<file path="config.mk">
export PLATFORM = sky130hd
export DESIGN_NAME = exec_core
export DESIGN_NICKNAME = d
export VERILOG_FILES = /design/src/inc/exec_pkg.sv /design/src/design/alu_unit.sv /design/src/design/exec_core.sv
export VERILOG_INCLUDE_DIRS = /design/src /design/src/inc
export SDC_FILE = /design/constraint.sdc
export NUM_CORES = 2
export LEC_CHECK = 0
export BUFFER_PORTS_ARGS = -buffer_cell sky130_fd_sc_hd__buf_2
export CAP_MARGIN = 30
export CORE_ASPECT_RATIO = 0.6
export CORE_MARGIN = 2
export CORE_UTILIZATION = 35
export CTS_BUF_LIST = sky130_fd_sc_hd__clkbuf_8
export CTS_CLUSTER_SIZE = 10
export DETAILED_ROUTE_END_ITERATION = 7
export PLACE_DENSITY_LB_ADDON = 0.12
export SYNTH_ARGS = -nofsm -noshare
export SYNTH_HDL_FRONTEND = slang
export SYNTH_SLANG_ARGS = --single-unit
</file>
<file path="constraint.sdc">
create_clock -name clk -period 8.2 [get_ports clk]
set_clock_uncertainty 0.05 [all_clocks]
set_input_delay 0.41 -clock clk [delete_from_list [all_inputs] [get_ports clk]]
set_output_delay 0.41 -clock clk [all_outputs]
set_load 0.05 [all_outputs]
</file>
<file path="src/inc/exec_consts.svh">
// numeric constants of the 8-bit execution unit: offsets, flag bits, clock counts
// assumes a 32-bit register bus with byte addresses, one register per word
// Functional notes
// - add two registers, carry optional, store sum, update Z C N V H, one clock
// - subtract register or constant, carry optional, update Z C N V H, one clock
// - AND, OR, XOR update Z N V S only, carry untouched, one clock
// - set bits ORs constant, clear bits ANDs inverse constant, Z N V S only
// - zero or minus test ANDs register with itself, value unchanged, one clock
// - call jumps to pc plus offset plus one in three clocks; return four
// - compare skip equal skips next instruction, no flags, one or two clocks
// - compares subtract without storing, update Z N V C H, one clock
// - skip on register bit cleared or set, no flags, one or two clocks
// - skip on I/O register bit cleared or set, one or two clocks
// - status branches test chosen flag, jump pc plus offset plus one
// - equal, not equal test Z; carry branches test C; minus, plus test N
// - same or higher branches on carry zero, lower on carry one
// - signed greater or equal when N xor V zero, less when one
// - further branches test half carry, transfer bit and overflow flags
// - interrupts enabled branch when I is one, disabled when zero
// - indirect load and store address memory by pointer, two clocks, no flags
// - register copy and load immediate in one clock, flags unchanged
`ifndef EXEC_CONSTS_SVH
`define EXEC_CONSTS_SVH

// register offsets, byte addresses
`define OFF_INSTR   8'h00
`define OFF_PC      8'h04
`define OFF_FLAGS   8'h08
`define OFF_CTRL    8'h0C
`define OFF_RIDX    8'h10
`define OFF_RDATA   8'h14
`define OFF_CYC     8'h18
`define MEM_SEL_BIT 8
`define CTRL_LONG   0

// status register bit positions
`define FL_C 3'd0
`define FL_Z 3'd1
`define FL_N 3'd2
`define FL_V 3'd3
`define FL_S 3'd4
`define FL_H 3'd5
`define FL_T 3'd6
`define FL_I 3'd7

`define FLAGS_RST 8'h00
`define PTR_REG   5'd30

// clocks per instruction
`define CLK_ONE    3'd1
`define CLK_JUMP   3'd2
`define CLK_CALL   3'd3
`define CLK_RETURN 3'd4
`define CLK_SKIP   3'd2
`define CLK_TAKEN  3'd2
`define CLK_XFER   3'd2

`endif

</file>
<file path="src/inc/exec_pkg.sv">
// types of the 8-bit execution unit
// assumes exec_consts.svh supplies all numeric constants
package exec_pkg;

	typedef enum logic [5:0] {
		OP_NOP, OP_ADD, OP_ADD_CARRY, OP_SUBTRACT, OP_SUB_IMM, OP_SUB_CARRY,
		OP_SUB_IMM_CARRY, OP_AND, OP_AND_IMM, OP_OR, OP_OR_IMM, OP_XOR,
		OP_SET_BITS, OP_CLEAR_BITS, OP_ZERO_TEST, OP_REL_JUMP, OP_REL_CALL,
		OP_SUB_RETURN, OP_INT_RETURN, OP_CMP_SKIP_EQ, OP_COMPARE, OP_CMP_CARRY,
		OP_CMP_IMM, OP_SKIP_REG_CLR, OP_SKIP_REG_SET, OP_SKIP_IO_CLR,
		OP_SKIP_IO_SET, OP_BRANCH_SET, OP_BRANCH_CLR, OP_IND_LOAD,
		OP_IND_STORE, OP_REG_COPY, OP_LOAD_IMM
	} op_e;

	typedef enum logic [2:0] {ALU_ADD, ALU_SUB, ALU_AND, ALU_OR, ALU_XOR, ALU_PASS} alu_e;

	typedef enum logic [1:0] {S_IDLE, S_EXEC, S_HOLD} state_e;

	// instruction word layout, bit 30 down to 0
	typedef struct packed {
		logic [5:0]  op;
		logic [2:0]  bitSel;
		logic [4:0]  rd;
		logic [4:0]  rr;
		logic [11:0] k;
	} instr_s;

	typedef struct packed {
		logic [7:0] value;
		logic [7:0] flags;
	} alu_res_s;

endpackage

</file>
<file path="src/design/alu_unit.sv">
// 8-bit arithmetic and logic unit with status flag generation
// assumes the caller decides whether result and flags are stored
`timescale 1ns/1ps
`include "exec_consts.svh"

module alu_unit
	import exec_pkg::*;
(
	input  wire alu_e       fn,
	input  wire logic [7:0] a,
	input  wire logic [7:0] b,
	input  wire logic       cin,
	input  wire logic       zChain,
	input  wire logic [7:0] flagsIn,
	output alu_res_s        res
);

	logic [7:0] r;
	logic [7:0] f;
	logic [7:0] ax;
	logic [7:0] bx;
	logic [7:0] rn;
	logic [7:0] cy;
	logic       isSub;
	logic       isArith;
	logic       ovf;

	// result of the selected operation
	always_comb begin
		case (fn)
			ALU_ADD: r = a + b + {7'h00, cin};
			ALU_SUB: r = a - b - {7'h00, cin};
			ALU_AND: r = a & b;
			ALU_OR:  r = a | b;
			ALU_XOR: r = a ^ b;
			default: r = b;
		endcase
	end

	// carry terms per bit; subtraction inverts a and the result sense
	assign isSub   = (fn == ALU_SUB);
	assign isArith = (fn == ALU_ADD) || isSub;
	assign ax      = isSub ? ~a : a;
	assign bx      = isSub ? ~b : b;
	assign rn      = isSub ? r : ~r;
	assign cy      = (ax & b) | (b & rn) | (rn & ax);
	assign ovf     = (a[7] & bx[7] & ~r[7]) | (~a[7] & ~bx[7] & r[7]);

	// flag update; logic ops clear V and keep C and H
	always_comb begin
		f = flagsIn;
		if (fn != ALU_PASS) begin
			f[`FL_Z] = (r == 8'h00) && (!zChain || flagsIn[`FL_Z]);
			f[`FL_N] = r[7];
			f[`FL_V] = isArith ? ovf : 1'b0;
			f[`FL_S] = r[7] ^ f[`FL_V];
			if (isArith) begin
				f[`FL_C] = cy[7];
				f[`FL_H] = cy[3];
			end
		end
	end

	assign res = '{value: r, flags: f};

endmodule

</file>
<file path="src/design/exec_core.sv">
// execution unit of an 8-bit core: working registers, status flags,
// program counter, return stack and data memory behind an Avalon-MM slave
// assumes one clock and a master that holds each request until waitrequest drops
`timescale 1ns/1ps
`include "exec_consts.svh"

module exec_core
	import exec_pkg::*;
#(
	parameter int PC_WIDTH    = 9,
	parameter int STACK_DEPTH = 4,
	parameter int DMEM_DEPTH  = 64
) (
	input  wire logic        clk,
	input  wire logic        rst,
	input  wire logic [8:0]  address,
	input  wire logic        read,
	input  wire logic        write,
	input  wire logic [31:0] writedata,
	output logic      [31:0] readdata,
	output logic             waitrequest,
	output logic      [5:0]  ioAddr,
	input  wire logic [7:0]  ioData,
	output logic             busy
);

	localparam int SPW = $clog2(STACK_DEPTH);
	localparam int DAW = $clog2(DMEM_DEPTH);

	typedef logic [PC_WIDTH-1:0] pc_t;

	localparam pc_t            PC_ONE = pc_t'(1);
	localparam pc_t            PC_TWO = pc_t'(2);
	localparam logic [SPW-1:0] SP_ONE = SPW'(1);

	// refuse sizes the decode cannot serve
	if (PC_WIDTH < 8 || PC_WIDTH > 16) begin : g_bad_pc
		$error("PC_WIDTH must lie in 8..16");
	end
	if (STACK_DEPTH < 2 || STACK_DEPTH != (1 << SPW)) begin : g_bad_stack
		$error("STACK_DEPTH must be a power of two, at least 2");
	end
	if (DMEM_DEPTH < 4 || DMEM_DEPTH > 64 || DMEM_DEPTH != (1 << DAW)) begin : g_bad_mem
		$error("DMEM_DEPTH must be a power of two in 4..64");
	end

	// state
	state_e         state_q;
	state_e         state_d;
	logic [2:0]     cnt_q;
	logic [2:0]     cnt_d;
	instr_s         instr_q;
	logic [7:0]     flags_q;
	logic [7:0]     flags_d;
	pc_t            pc_q;
	pc_t            pc_d;
	logic [SPW-1:0] sp_q;
	logic [SPW-1:0] sp_d;
	logic [4:0]     regIdx_q;
	logic           longNext_q;
	logic [31:0]    cycles_q;
	logic [31:0]    readdata_q;
	logic           waitReq_q;
	logic           waitReq_d;
	logic [5:0]     ioAddr_q;
	logic           busy_q;

	// storage without reset
	logic [7:0] gpr_q   [32];
	logic [7:0] dmem_q  [DMEM_DEPTH];
	pc_t        stack_q [STACK_DEPTH];

	// bus decode
	logic        acc;
	logic        accWr;
	logic        accRd;
	logic        startExec;
	logic        selMem;
	logic        selInstr;
	logic        selPc;
	logic        selFlags;
	logic        selCtrl;
	logic        selIdx;
	logic        selData;
	logic        selCyc;
	logic [31:0] rdMux;

	// a request is taken only while idle and not in its answer cycle
	assign acc       = (read || write) && waitReq_q && (state_q == S_IDLE);
	assign accWr     = acc && write;
	assign accRd     = acc && read;
	assign selMem    = address[`MEM_SEL_BIT];
	assign selInstr  = !selMem && (address[7:0] == `OFF_INSTR);
	assign selPc     = !selMem && (address[7:0] == `OFF_PC);
	assign selFlags  = !selMem && (address[7:0] == `OFF_FLAGS);
	assign selCtrl   = !selMem && (address[7:0] == `OFF_CTRL);
	assign selIdx    = !selMem && (address[7:0] == `OFF_RIDX);
	assign selData   = !selMem && (address[7:0] == `OFF_RDATA);
	assign selCyc    = !selMem && (address[7:0] == `OFF_CYC);
	assign startExec = accWr && selInstr;

	// read data selection, unmapped reads return zero
	assign rdMux = selMem   ? {24'h000000, dmem_q[address[2 +: DAW]]} :
	               selInstr ? {1'b0, instr_q} :
	               selPc    ? {{(32 - PC_WIDTH){1'b0}}, pc_q} :
	               selFlags ? {24'h000000, flags_q} :
	               selCtrl  ? {31'h00000000, longNext_q} :
	               selIdx   ? {27'h0000000, regIdx_q} :
	               selData  ? {24'h000000, gpr_q[regIdx_q]} :
	               selCyc   ? cycles_q : 32'h00000000;

	// operand fetch
	op_e        op;
	logic       execNow;
	logic [7:0] opA;
	logic [7:0] opB;
	logic [7:0] imm;
	logic [7:0] ptr;
	logic [7:0] memRd;
	logic [2:0] sel;

	assign op      = op_e'(instr_q.op);
	assign execNow = (state_q == S_EXEC);
	assign opA     = gpr_q[instr_q.rd];
	assign opB     = gpr_q[instr_q.rr];
	assign imm     = instr_q.k[7:0];
	assign ptr     = gpr_q[`PTR_REG];
	assign memRd   = dmem_q[ptr[DAW-1:0]];
	assign sel     = instr_q.bitSel;

	// alu control
	alu_e       fn;
	logic [7:0] aluB;
	logic       useC;
	logic       zChain;
	logic       wbEn;
	alu_res_s   aluRes;

	always_comb begin
		fn     = ALU_PASS;
		aluB   = opB;
		useC   = 1'b0;
		zChain = 1'b0;
		wbEn   = 1'b0;
		case (op)
			OP_ADD: begin
				fn   = ALU_ADD;
				wbEn = 1'b1;
			end
			OP_ADD_CARRY: begin
				fn   = ALU_ADD;
				useC = 1'b1;
				wbEn = 1'b1;
			end
			OP_SUBTRACT: begin
				fn   = ALU_SUB;
				wbEn = 1'b1;
			end
			OP_SUB_IMM: begin
				fn   = ALU_SUB;
				aluB = imm;
				wbEn = 1'b1;
			end
			OP_SUB_CARRY: begin
				fn     = ALU_SUB;
				useC   = 1'b1;
				zChain = 1'b1;
				wbEn   = 1'b1;
			end
			OP_SUB_IMM_CARRY: begin
				fn     = ALU_SUB;
				aluB   = imm;
				useC   = 1'b1;
				zChain = 1'b1;
				wbEn   = 1'b1;
			end
			OP_AND: begin
				fn   = ALU_AND;
				wbEn = 1'b1;
			end
			OP_AND_IMM: begin
				fn   = ALU_AND;
				aluB = imm;
				wbEn = 1'b1;
			end
			OP_OR: begin
				fn   = ALU_OR;
				wbEn = 1'b1;
			end
			OP_OR_IMM, OP_SET_BITS: begin
				fn   = ALU_OR;
				aluB = imm;
				wbEn = 1'b1;
			end
			OP_XOR: begin
				fn   = ALU_XOR;
				wbEn = 1'b1;
			end
			OP_CLEAR_BITS: begin
				fn   = ALU_AND;
				aluB = ~imm;
				wbEn = 1'b1;
			end
			OP_ZERO_TEST: begin
				fn   = ALU_AND;
				aluB = opA;
			end
			OP_COMPARE: begin
				fn = ALU_SUB;
			end
			OP_CMP_CARRY: begin
				fn     = ALU_SUB;
				useC   = 1'b1;
				zChain = 1'b1;
			end
			OP_CMP_IMM: begin
				fn   = ALU_SUB;
				aluB = imm;
			end
			OP_REG_COPY: begin
				wbEn = 1'b1;
			end
			OP_LOAD_IMM: begin
				aluB = imm;
				wbEn = 1'b1;
			end
			OP_IND_LOAD: begin
				aluB = memRd;
				wbEn = 1'b1;
			end
			default: begin
				fn = ALU_PASS;
			end
		endcase
	end

	alu_unit u_alu (
		.fn      (fn),
		.a       (opA),
		.b       (aluB),
		.cin     (useC && flags_q[`FL_C]),
		.zChain  (zChain),
		.flagsIn (flags_q),
		.res     (aluRes)
	);

	// branch and skip conditions; named branches pick their flag by bitSel
	logic flagBit;
	logic takeBr;
	logic doSkip;
	logic isCall;
	logic isRet;

	assign flagBit = (sel == `FL_S) ? (flags_q[`FL_N] ^ flags_q[`FL_V]) : flags_q[sel];
	assign takeBr  = ((op == OP_BRANCH_SET) && flagBit)
	              || ((op == OP_BRANCH_CLR) && !flagBit);
	assign doSkip  = ((op == OP_CMP_SKIP_EQ) && (opA == opB))
	              || ((op == OP_SKIP_REG_CLR) && !opB[sel])
	              || ((op == OP_SKIP_REG_SET) && opB[sel])
	              || ((op == OP_SKIP_IO_CLR) && !ioData[sel])
	              || ((op == OP_SKIP_IO_SET) && ioData[sel]);
	assign isCall  = (op == OP_REL_CALL);
	assign isRet   = (op == OP_SUB_RETURN) || (op == OP_INT_RETURN);

	// next program counter
	logic [15:0]    kExt;
	pc_t            pcInc;
	pc_t            pcRel;
	pc_t            pcSkip;
	pc_t            pcNext;
	logic [SPW-1:0] spDec;

	assign kExt   = {{4{instr_q.k[11]}}, instr_q.k};
	assign pcInc  = pc_q + PC_ONE;
	assign pcRel  = pcInc + kExt[PC_WIDTH-1:0];
	assign pcSkip = pcInc + (longNext_q ? PC_TWO : PC_ONE);
	assign spDec  = sp_q - SP_ONE;
	assign pcNext = ((op == OP_REL_JUMP) || isCall || takeBr) ? pcRel :
	                isRet  ? stack_q[spDec] :
	                doSkip ? pcSkip : pcInc;

	// clocks each instruction occupies
	logic [2:0] clocks;

	always_comb begin
		case (op)
			OP_REL_JUMP:                 clocks = `CLK_JUMP;
			OP_REL_CALL:                 clocks = `CLK_CALL;
			OP_SUB_RETURN, OP_INT_RETURN: clocks = `CLK_RETURN;
			OP_IND_LOAD, OP_IND_STORE:   clocks = `CLK_XFER;
			OP_BRANCH_SET, OP_BRANCH_CLR: clocks = takeBr ? `CLK_TAKEN : `CLK_ONE;
			default:                     clocks = doSkip ? `CLK_SKIP : `CLK_ONE;
		endcase
	end

	// sequencing: the first exec cycle commits, hold cycles only wait
	logic execDone;

	assign execDone = (execNow && (clocks == `CLK_ONE)) || ((state_q == S_HOLD) && (cnt_q == 3'h0));

	always_comb begin
		state_d = state_q;
		cnt_d   = cnt_q;
		case (state_q)
			S_IDLE: begin
				if (startExec) begin
					state_d = S_EXEC;
				end
			end
			S_EXEC: begin
				cnt_d   = clocks - 3'h2;
				state_d = (clocks == `CLK_ONE) ? S_IDLE : S_HOLD;
			end
			S_HOLD: begin
				cnt_d   = cnt_q - 3'h1;
				state_d = (cnt_q == 3'h0) ? S_IDLE : S_HOLD;
			end
			default: begin
				state_d = S_IDLE;
			end
		endcase
	end

	// flags: alu result, interrupt return also enables interrupts
	always_comb begin
		flags_d = flags_q;
		if (execNow) begin
			flags_d = aluRes.flags;
			if (op == OP_INT_RETURN) begin
				flags_d[`FL_I] = 1'b1;
			end
		end else if (accWr && selFlags) begin
			flags_d = writedata[7:0];
		end
	end

	assign pc_d      = execNow ? pcNext : (accWr && selPc) ? writedata[PC_WIDTH-1:0] : pc_q;
	assign sp_d      = (execNow && isCall) ? sp_q + SP_ONE : (execNow && isRet) ? spDec : sp_q;
	assign waitReq_d = !((acc && !startExec) || execDone);

	// control state
	always_ff @(posedge clk or posedge rst) begin
		if (rst) begin
			state_q   <= S_IDLE;
			cnt_q     <= 3'h0;
			flags_q   <= `FLAGS_RST;
			pc_q      <= '0;
			sp_q      <= '0;
			waitReq_q <= 1'b1;
			busy_q    <= 1'b0;
		end else begin
			state_q   <= state_d;
			cnt_q     <= cnt_d;
			flags_q   <= flags_d;
			pc_q      <= pc_d;
			sp_q      <= sp_d;
			waitReq_q <= waitReq_d;
			busy_q    <= (state_d != S_IDLE);
		end
	end

	// software-visible registers
	always_ff @(posedge clk or posedge rst) begin
		if (rst) begin
			instr_q    <= '0;
			ioAddr_q   <= 6'h00;
			regIdx_q   <= 5'h00;
			longNext_q <= 1'b0;
			cycles_q   <= 32'h00000000;
			readdata_q <= 32'h00000000;
		end else begin
			if (startExec) begin
				instr_q  <= writedata[30:0];
				ioAddr_q <= writedata[5:0];
			end
			if (accWr && selIdx) begin
				regIdx_q <= writedata[4:0];
			end
			if (accWr && selCtrl) begin
				longNext_q <= writedata[`CTRL_LONG];
			end
			if (state_q != S_IDLE) begin
				cycles_q <= cycles_q + 32'h00000001;
			end
			if (accRd) begin
				readdata_q <= rdMux;
			end
		end
	end

	// storage write ports; bus and execution never collide
	logic           gprWe;
	logic [4:0]     gprWa;
	logic [7:0]     gprWd;
	logic           memWe;
	logic [DAW-1:0] memWa;
	logic [7:0]     memWd;

	assign gprWe = (execNow && wbEn) || (accWr && selData);
	assign gprWa = execNow ? instr_q.rd : regIdx_q;
	assign gprWd = execNow ? aluRes.value : writedata[7:0];
	assign memWe = (execNow && (op == OP_IND_STORE)) || (accWr && selMem);
	assign memWa = execNow ? ptr[DAW-1:0] : address[2 +: DAW];
	assign memWd = execNow ? opB : writedata[7:0];

	always_ff @(posedge clk) begin
		if (gprWe) begin
			gpr_q[gprWa] <= gprWd;
		end
		if (memWe) begin
			dmem_q[memWa] <= memWd;
		end
		if (execNow && isCall) begin
			stack_q[sp_q] <= pcInc;
		end
	end

	assign readdata    = readdata_q;
	assign waitrequest = waitReq_q;
	assign ioAddr      = ioAddr_q;
	assign busy        = busy_q;

	logic [8:0] sum9;
	logic       isLogic;

	assign sum9    = {1'b0, opA} + {1'b0, opB};
	assign isLogic = (op == OP_AND) || (op == OP_OR) || (op == OP_XOR) || (op == OP_AND_IMM)
	              || (op == OP_OR_IMM) || (op == OP_SET_BITS) || (op == OP_CLEAR_BITS)
	              || (op == OP_ZERO_TEST);
endmodule

</file>
Word level (Yosys, flattened, before mapping)

Memories as Yosys holds them, arrays and structs flattened.
Cells that the tools add are included.

Memory bits (writable): 804
Input port bits: 53
Register bits after elaboration: 133
Word-level logic and storage cells: 249
Output and inout bits: 40
Memories kept: 3

Reduce and logical (&&, ||, !) cells: 82
Bitwise logic cells: 23
Muxes and demuxes: 57
Equality and inequality tests: 51
$add $sub $neg: 12
Magnitude comparators: 1

Memory list:

| name    | depth | bits a word | rd ports | clocked after Yosys merged registers in | wr ports | RTL line        | source |
|---|---|---|---|---|---|---|---|
| dmem_q  | 64    | 8           | 2        | 0                                       | 1        | exec_core.sv:70 | `logic [7:0] dmem_q [DMEM_DEPTH];` |
| gpr_q   | 32    | 8           | 4        | 0                                       | 1        | exec_core.sv:69 | `logic [7:0] gpr_q [32];` |
| stack_q | 4     | 9           | 1        | 0                                       | 1        | exec_core.sv:71 | `pc_t stack_q [STACK_DEPTH];` |

Operators with widths:

| kind                                           | count |
|---|---|
| two-way mux 32 bit                             | 8 |
| == test 6 x 5 -> 1 bit (second input constant) | 16 |
| two-way mux 8 bit                              | 7 |
| == test 6 x 4 -> 1 bit (second input constant) | 8 |
| two-way mux 9 bit                              | 5 |
| case mux 8 bit (5 select lines)                | 1 |
| logical AND 1 bit                              | 34 |
| adder 32 x 1 -> 32 bit (second input constant) | 1 |
| bitwise AND 8 bit                              | 4 |
| NOT 8 bit                                      | 4 |
| case mux 8 bit (4 select lines)                | 1 |
| == test 6 x 3 -> 1 bit (second input constant) | 4 |
| == test 8 x 5 -> 1 bit (second input constant) | 3 |
| bitwise OR 8 bit                               | 3 |
| two-way mux 1 bit                              | 17 |
| == test 8 x 4 -> 1 bit (second input constant) | 2 |
| logical NOT 8 bit                              | 2 |
| two-way mux 2 bit                              | 8 |
| OR reduction 16 bit                            | 1 |
| logical OR 1 bit                               | 15 |
| case mux 3 bit (5 select lines)                | 1 |
| OR reduction 7 bit                             | 2 |
| == test 6 x 2 -> 1 bit (second input constant) | 2 |
| two-way mux 6 bit                              | 2 |
| 42 further kinds                               | 75 |

Logic depth before layout (Yosys ltp)

An unclocked memory read counts as a cell.

Depth after elaboration: 16
Gate-level depth with buffers: 22
Gate-level depth less buffers: 18

Hierarchy

A second synthesis with hierarchy kept.

Cells, all modules: 3080
Area total of the unflattened synthesis: 49174.7 um^2

By module, submodules not included:

| module    | area an instance (um^2) | sequential area each (um^2) | cells each | times used |
|---|---|---|---|---|
| exec_core | 47484.3                 | 27322.5                     | 2850       | 1 |
| alu_unit  | 1690.4                  | 0.0                         | 230        | 1 |

Least setup slack after synthesis

No wires, ideal clock.

Path type: reg-to-reg
Start point: mem gpr_q[30][1]
End point: mem gpr_q[0][5], data pin
Setup time: 0.385 ns
Cell stages (with the launch flop): 19
Period minus slack after synthesis: 5.639 ns
Path slack: 2.561 ns
Required time: 7.765 ns
Buffers on the path: 3
Arrival: 5.204 ns
Path through: edfxtp_1 > clkbuf_1 > clkbuf_1 > clkbuf_1 > mux4_2 > mux4_2 > mux2_2 > o211ai_1 > a31oi_1 > ha_1 > inv_1 > ha_1 > a21oi_1 > o21ai_0 > a211oi_1 > a31oi_1 > nor2_1 > o32ai_1 > mux2i_1

RTL lines:

| what        | RTL line |
|---|---|
| from (decl) | exec_core.sv:69 |

==> results.md <==
* Worst setup path startpoint: gpr_q[30][0]$_DFFE_PP_
* CTS root buffer: clkbuf_8
* Drt total wl at between 150,000 and 200,000 um
* Library cell occupying the most area in the post-synthesis netlist: edfxtp_1
* Result of the run: complete, no violations
* Cell family with the largest share of critical-path delay: compound AO/OA/AOI/OAI gates
* Post-Route Utilization at around two fifths
* Pin slew with the least headroom to its limit at ~1.1 ns
* Die extent in x at around 490 um
* Count of buffer and inverter cells on the critical path at 3
* CP max FO at 32
* CP max stage cell: a211oi_1
* Pin count of the biggest net entering global routing at between 90 and 100
* Instance area after placement at about 0.052 mm2
* Yosys warning count at 0
* Clock Pin Slew Worst Setup and Hold Paths at around 0.070 ns
* Category of the worst setup path launch point: register
* Post-synthesis average cell area at 15.8 um2
* Worst slew slack as a fraction of its limit at between 20 and 30%
* Launch point of the worst hold path: writedata[4]
* Ys flop type: edfxtp_1
* Quantity of gates resized following cts at 0
* Worst-case setup margin in the final layout at ~1.1 ns
* Min-Delay Path Class: in2reg
* Max-slew violations at 0
* Number of buffers inserted by post-CTS setup repair at 0
* Total core area at 0.139 mm2
* Setup-failing EPs final at 0
* Number of global-route vias before repair at 32,200
* Hold Buf Count CTS at 33
* Syn nets at ~3,200
* Leakage Power at roughly 18 nW
* Total DRC errors in the routed layout at 0
* Stage delay of the slowest cell on the critical path at around 0.83 ns
* Final sum of negative setup slack at 0 ns
* Area fraction of the dominant cell type after synthesis at approximately half
* Top area cells in the synthesized netlist: edfxtp_1 49%, mux4_2 23%, dfrtp_1 6.4%
* Clk_lat worst skew at between 0.8 and 0.9 ns
* Maximum number of buffers from clock root to sink at 3
* Register bit count reported by yosys at 931
* Non-filler instance count after layout at roughly 5,300
* Total power divided by cell area at ~190 mW/mm2
* Worst hold slack at around 0.1 ns
* Most common library cell in the layout ignoring fill and taps: edfxtp_1
* Deepest level of the CTS H-tree at 4
* Number of standard cells after synthesis at roughly 3,100
* Routed via count divided by cell count at between 6 and 7
* Arrival @ worst endpoint at between 7 and 8 ns
* Detailed Place HPWL at 127,000 um
* Commonest non-fill, non-tap cells in the layout: 804 x edfxtp_1, 491 x mux4_2, 236 x nor2_1
* Ratio of final minimum period to clock period at a little under nine tenths
* Async set-reset flop share out of synthesis at between 10% and 20%
* Number of max-cap violations at 0
* Starting Density at between 30% and 40%
* Data required time at the worst endpoint at 8.67 ns
* Crit-path cells: buf_16 > mux4_2 > mux4_2 > nor2b_1 > a211oi_1 > a21oi_1 > a221oi_2 > inv_1 > ha_1 > xor2_1 > nor3_1 > a21oi_1 > o21ai_0 > a2111oi_0 > buf_4 > o211ai_1 > a21boi_0 > mux2_2
* TritonCTS clock tree: yes
* Nature of the critical path endpoint: register
* Number of vias in the routed layout at between 30,000 and 40,000
* RSZ-0062 raised after global routing: false
* Violation count after the first detailed-routing iteration at roughly 5,000
* Unique cell type count in the Yosys netlist at 81
* Number of hold violations in the final report at 0
* Aggregate global routing overflow at 0
* Syn Std Cell Area at 0.0490 mm2
* Post-route cell area at about 0.056 mm2
* Worst Path Class, Setup: reg2reg
* Vertical die dimension at a little under 300 um
* # placed instances at 4,991
* Antenna violations before repair at 18
* Antenna Nets Post-Route at 0
* Area growth syn-to-layout at 13.4%
* First drt pass iteration count at 6
* Routed wirelength normalized by instance count at about 34 um
* Overall Global Routing Usage at 25.0%
* Overall power at ~11 mW
* Count of nets after finishing at around 3,400
* Gpl congestion at 0.912
* Fraction of final layout cells sized beyond drive strength 1 at 31.0%
* Dpl ws at 1.28 ns
* Worst-case vdd ir drop at 254 uV
* Count of standard-cell rows at about 110
* Number of enable flip-flop cells after synthesis at approximately 800
* Die outline area at approximately 0.14 mm2
* Num Clock Sinks at 931
* Beginning of the worst register-to-register path: gpr_q[30][0]$_DFFE_PP_
* Fmax at around 0.14 GHz
* Ports placed on the boundary at 93
* CTS Buf Count at 149
* Sequential-to-total area share from yosys stat at a little under three fifths
* Post-layout min period at slightly above 7 ns
* Wire length of the first global-routing pass at ~250,000 um
* IO Port Bufs at 91
## routing by layer
| metal | global-route usage [%] | routed length (um) | up-vias |
|---|---|---|---|
| met5 | 0 | 32 | - |
| met4 | 5.04 | 2810 | 6 |
| met3 | 6.88 | 19900 | 210 |
| met2 | 32.6 | 70600 | 1846 |
| met1 | 40.6 | 86600 | 17600 |
| li1 | - | - | 13200 |
## power breakdown
part	total, mW	internal (mW)	switching [mW]
Combinational	1.31	0.405	0.903
Clock	3.84	1.82	2.02
Sequential	5.40	5.28	0.129
## registers in the layout, summed over array words and instances, names as in the netlist, 3 cells and up
register and cells:
readdata 32, cycles_q 32, flags_q 8, stack_q 36, regIdx_q 5, op 6, cnt_q 3, sel 3
pc_q 9, gpr_q 256, instr_q 14, imm 8, dmem_q 512
## tightest hold or removal path, stage by stage
cell and delay [ns]:
buf_2 0.24, o21ai_0 0.24, nor3_1 0.06
## layout make-up
cell class | count | area (um2)
Antenna cell | 4 | 10.0
Clock buffer | 151 | 2080
Clock inverter | 112 | 602
Fill cell | 12600 | 83600
Inverter | 66 | 253
Multi-Input combinational cell | 1875 | 20500
Sequential cell | 931 | 27300
Tap cell | 1836 | 2300
Timing Repair Buffer | 318 | 2460
## synth_stat cells (all sizes together) (54+ instances only)
library cell	instances
edfxtp	804
mux4	491
nor2	245
nand2	164
mux2i	158
dfrtp	126
clkbuf	121
buf	98
a21oi	81
o21ai	78
inv	66
nand3	60
mux2	54
## kinds of logic after synthesis
family,count (synthesis),share of synthesized area (%)
AOI/OAI and AO/OA,394,5.59
xor gates and xnor gates,69,1.23
adders and majority gates,54,1.47
buffers and inverters,285,2.61
DFF,931,55.8
muxes,703,27.1
and+or+nand+nor,655,6.21
## worst paths after layout
check                                            to  slack (ns)  depth (start not counted)
hold / removal               flags_q[4]$_DFFE_PP0P_        0.10                          3
min in group asynchronous  readdata[16]$_DFFE_PP0P_        0.21                          3
setup reg to reg             gpr_q[19][7]$_DFFE_PP_        1.15                         18
setup / recovery             gpr_q[19][7]$_DFFE_PP_        1.15                         18
hold reg to reg            cycles_q[31]$_DFFE_PP0N_        0.42                          1
max in group asynchronous        imm[3]$_DFFE_PP0P_        6.64                          4
(Power assumes the default switching activity.)
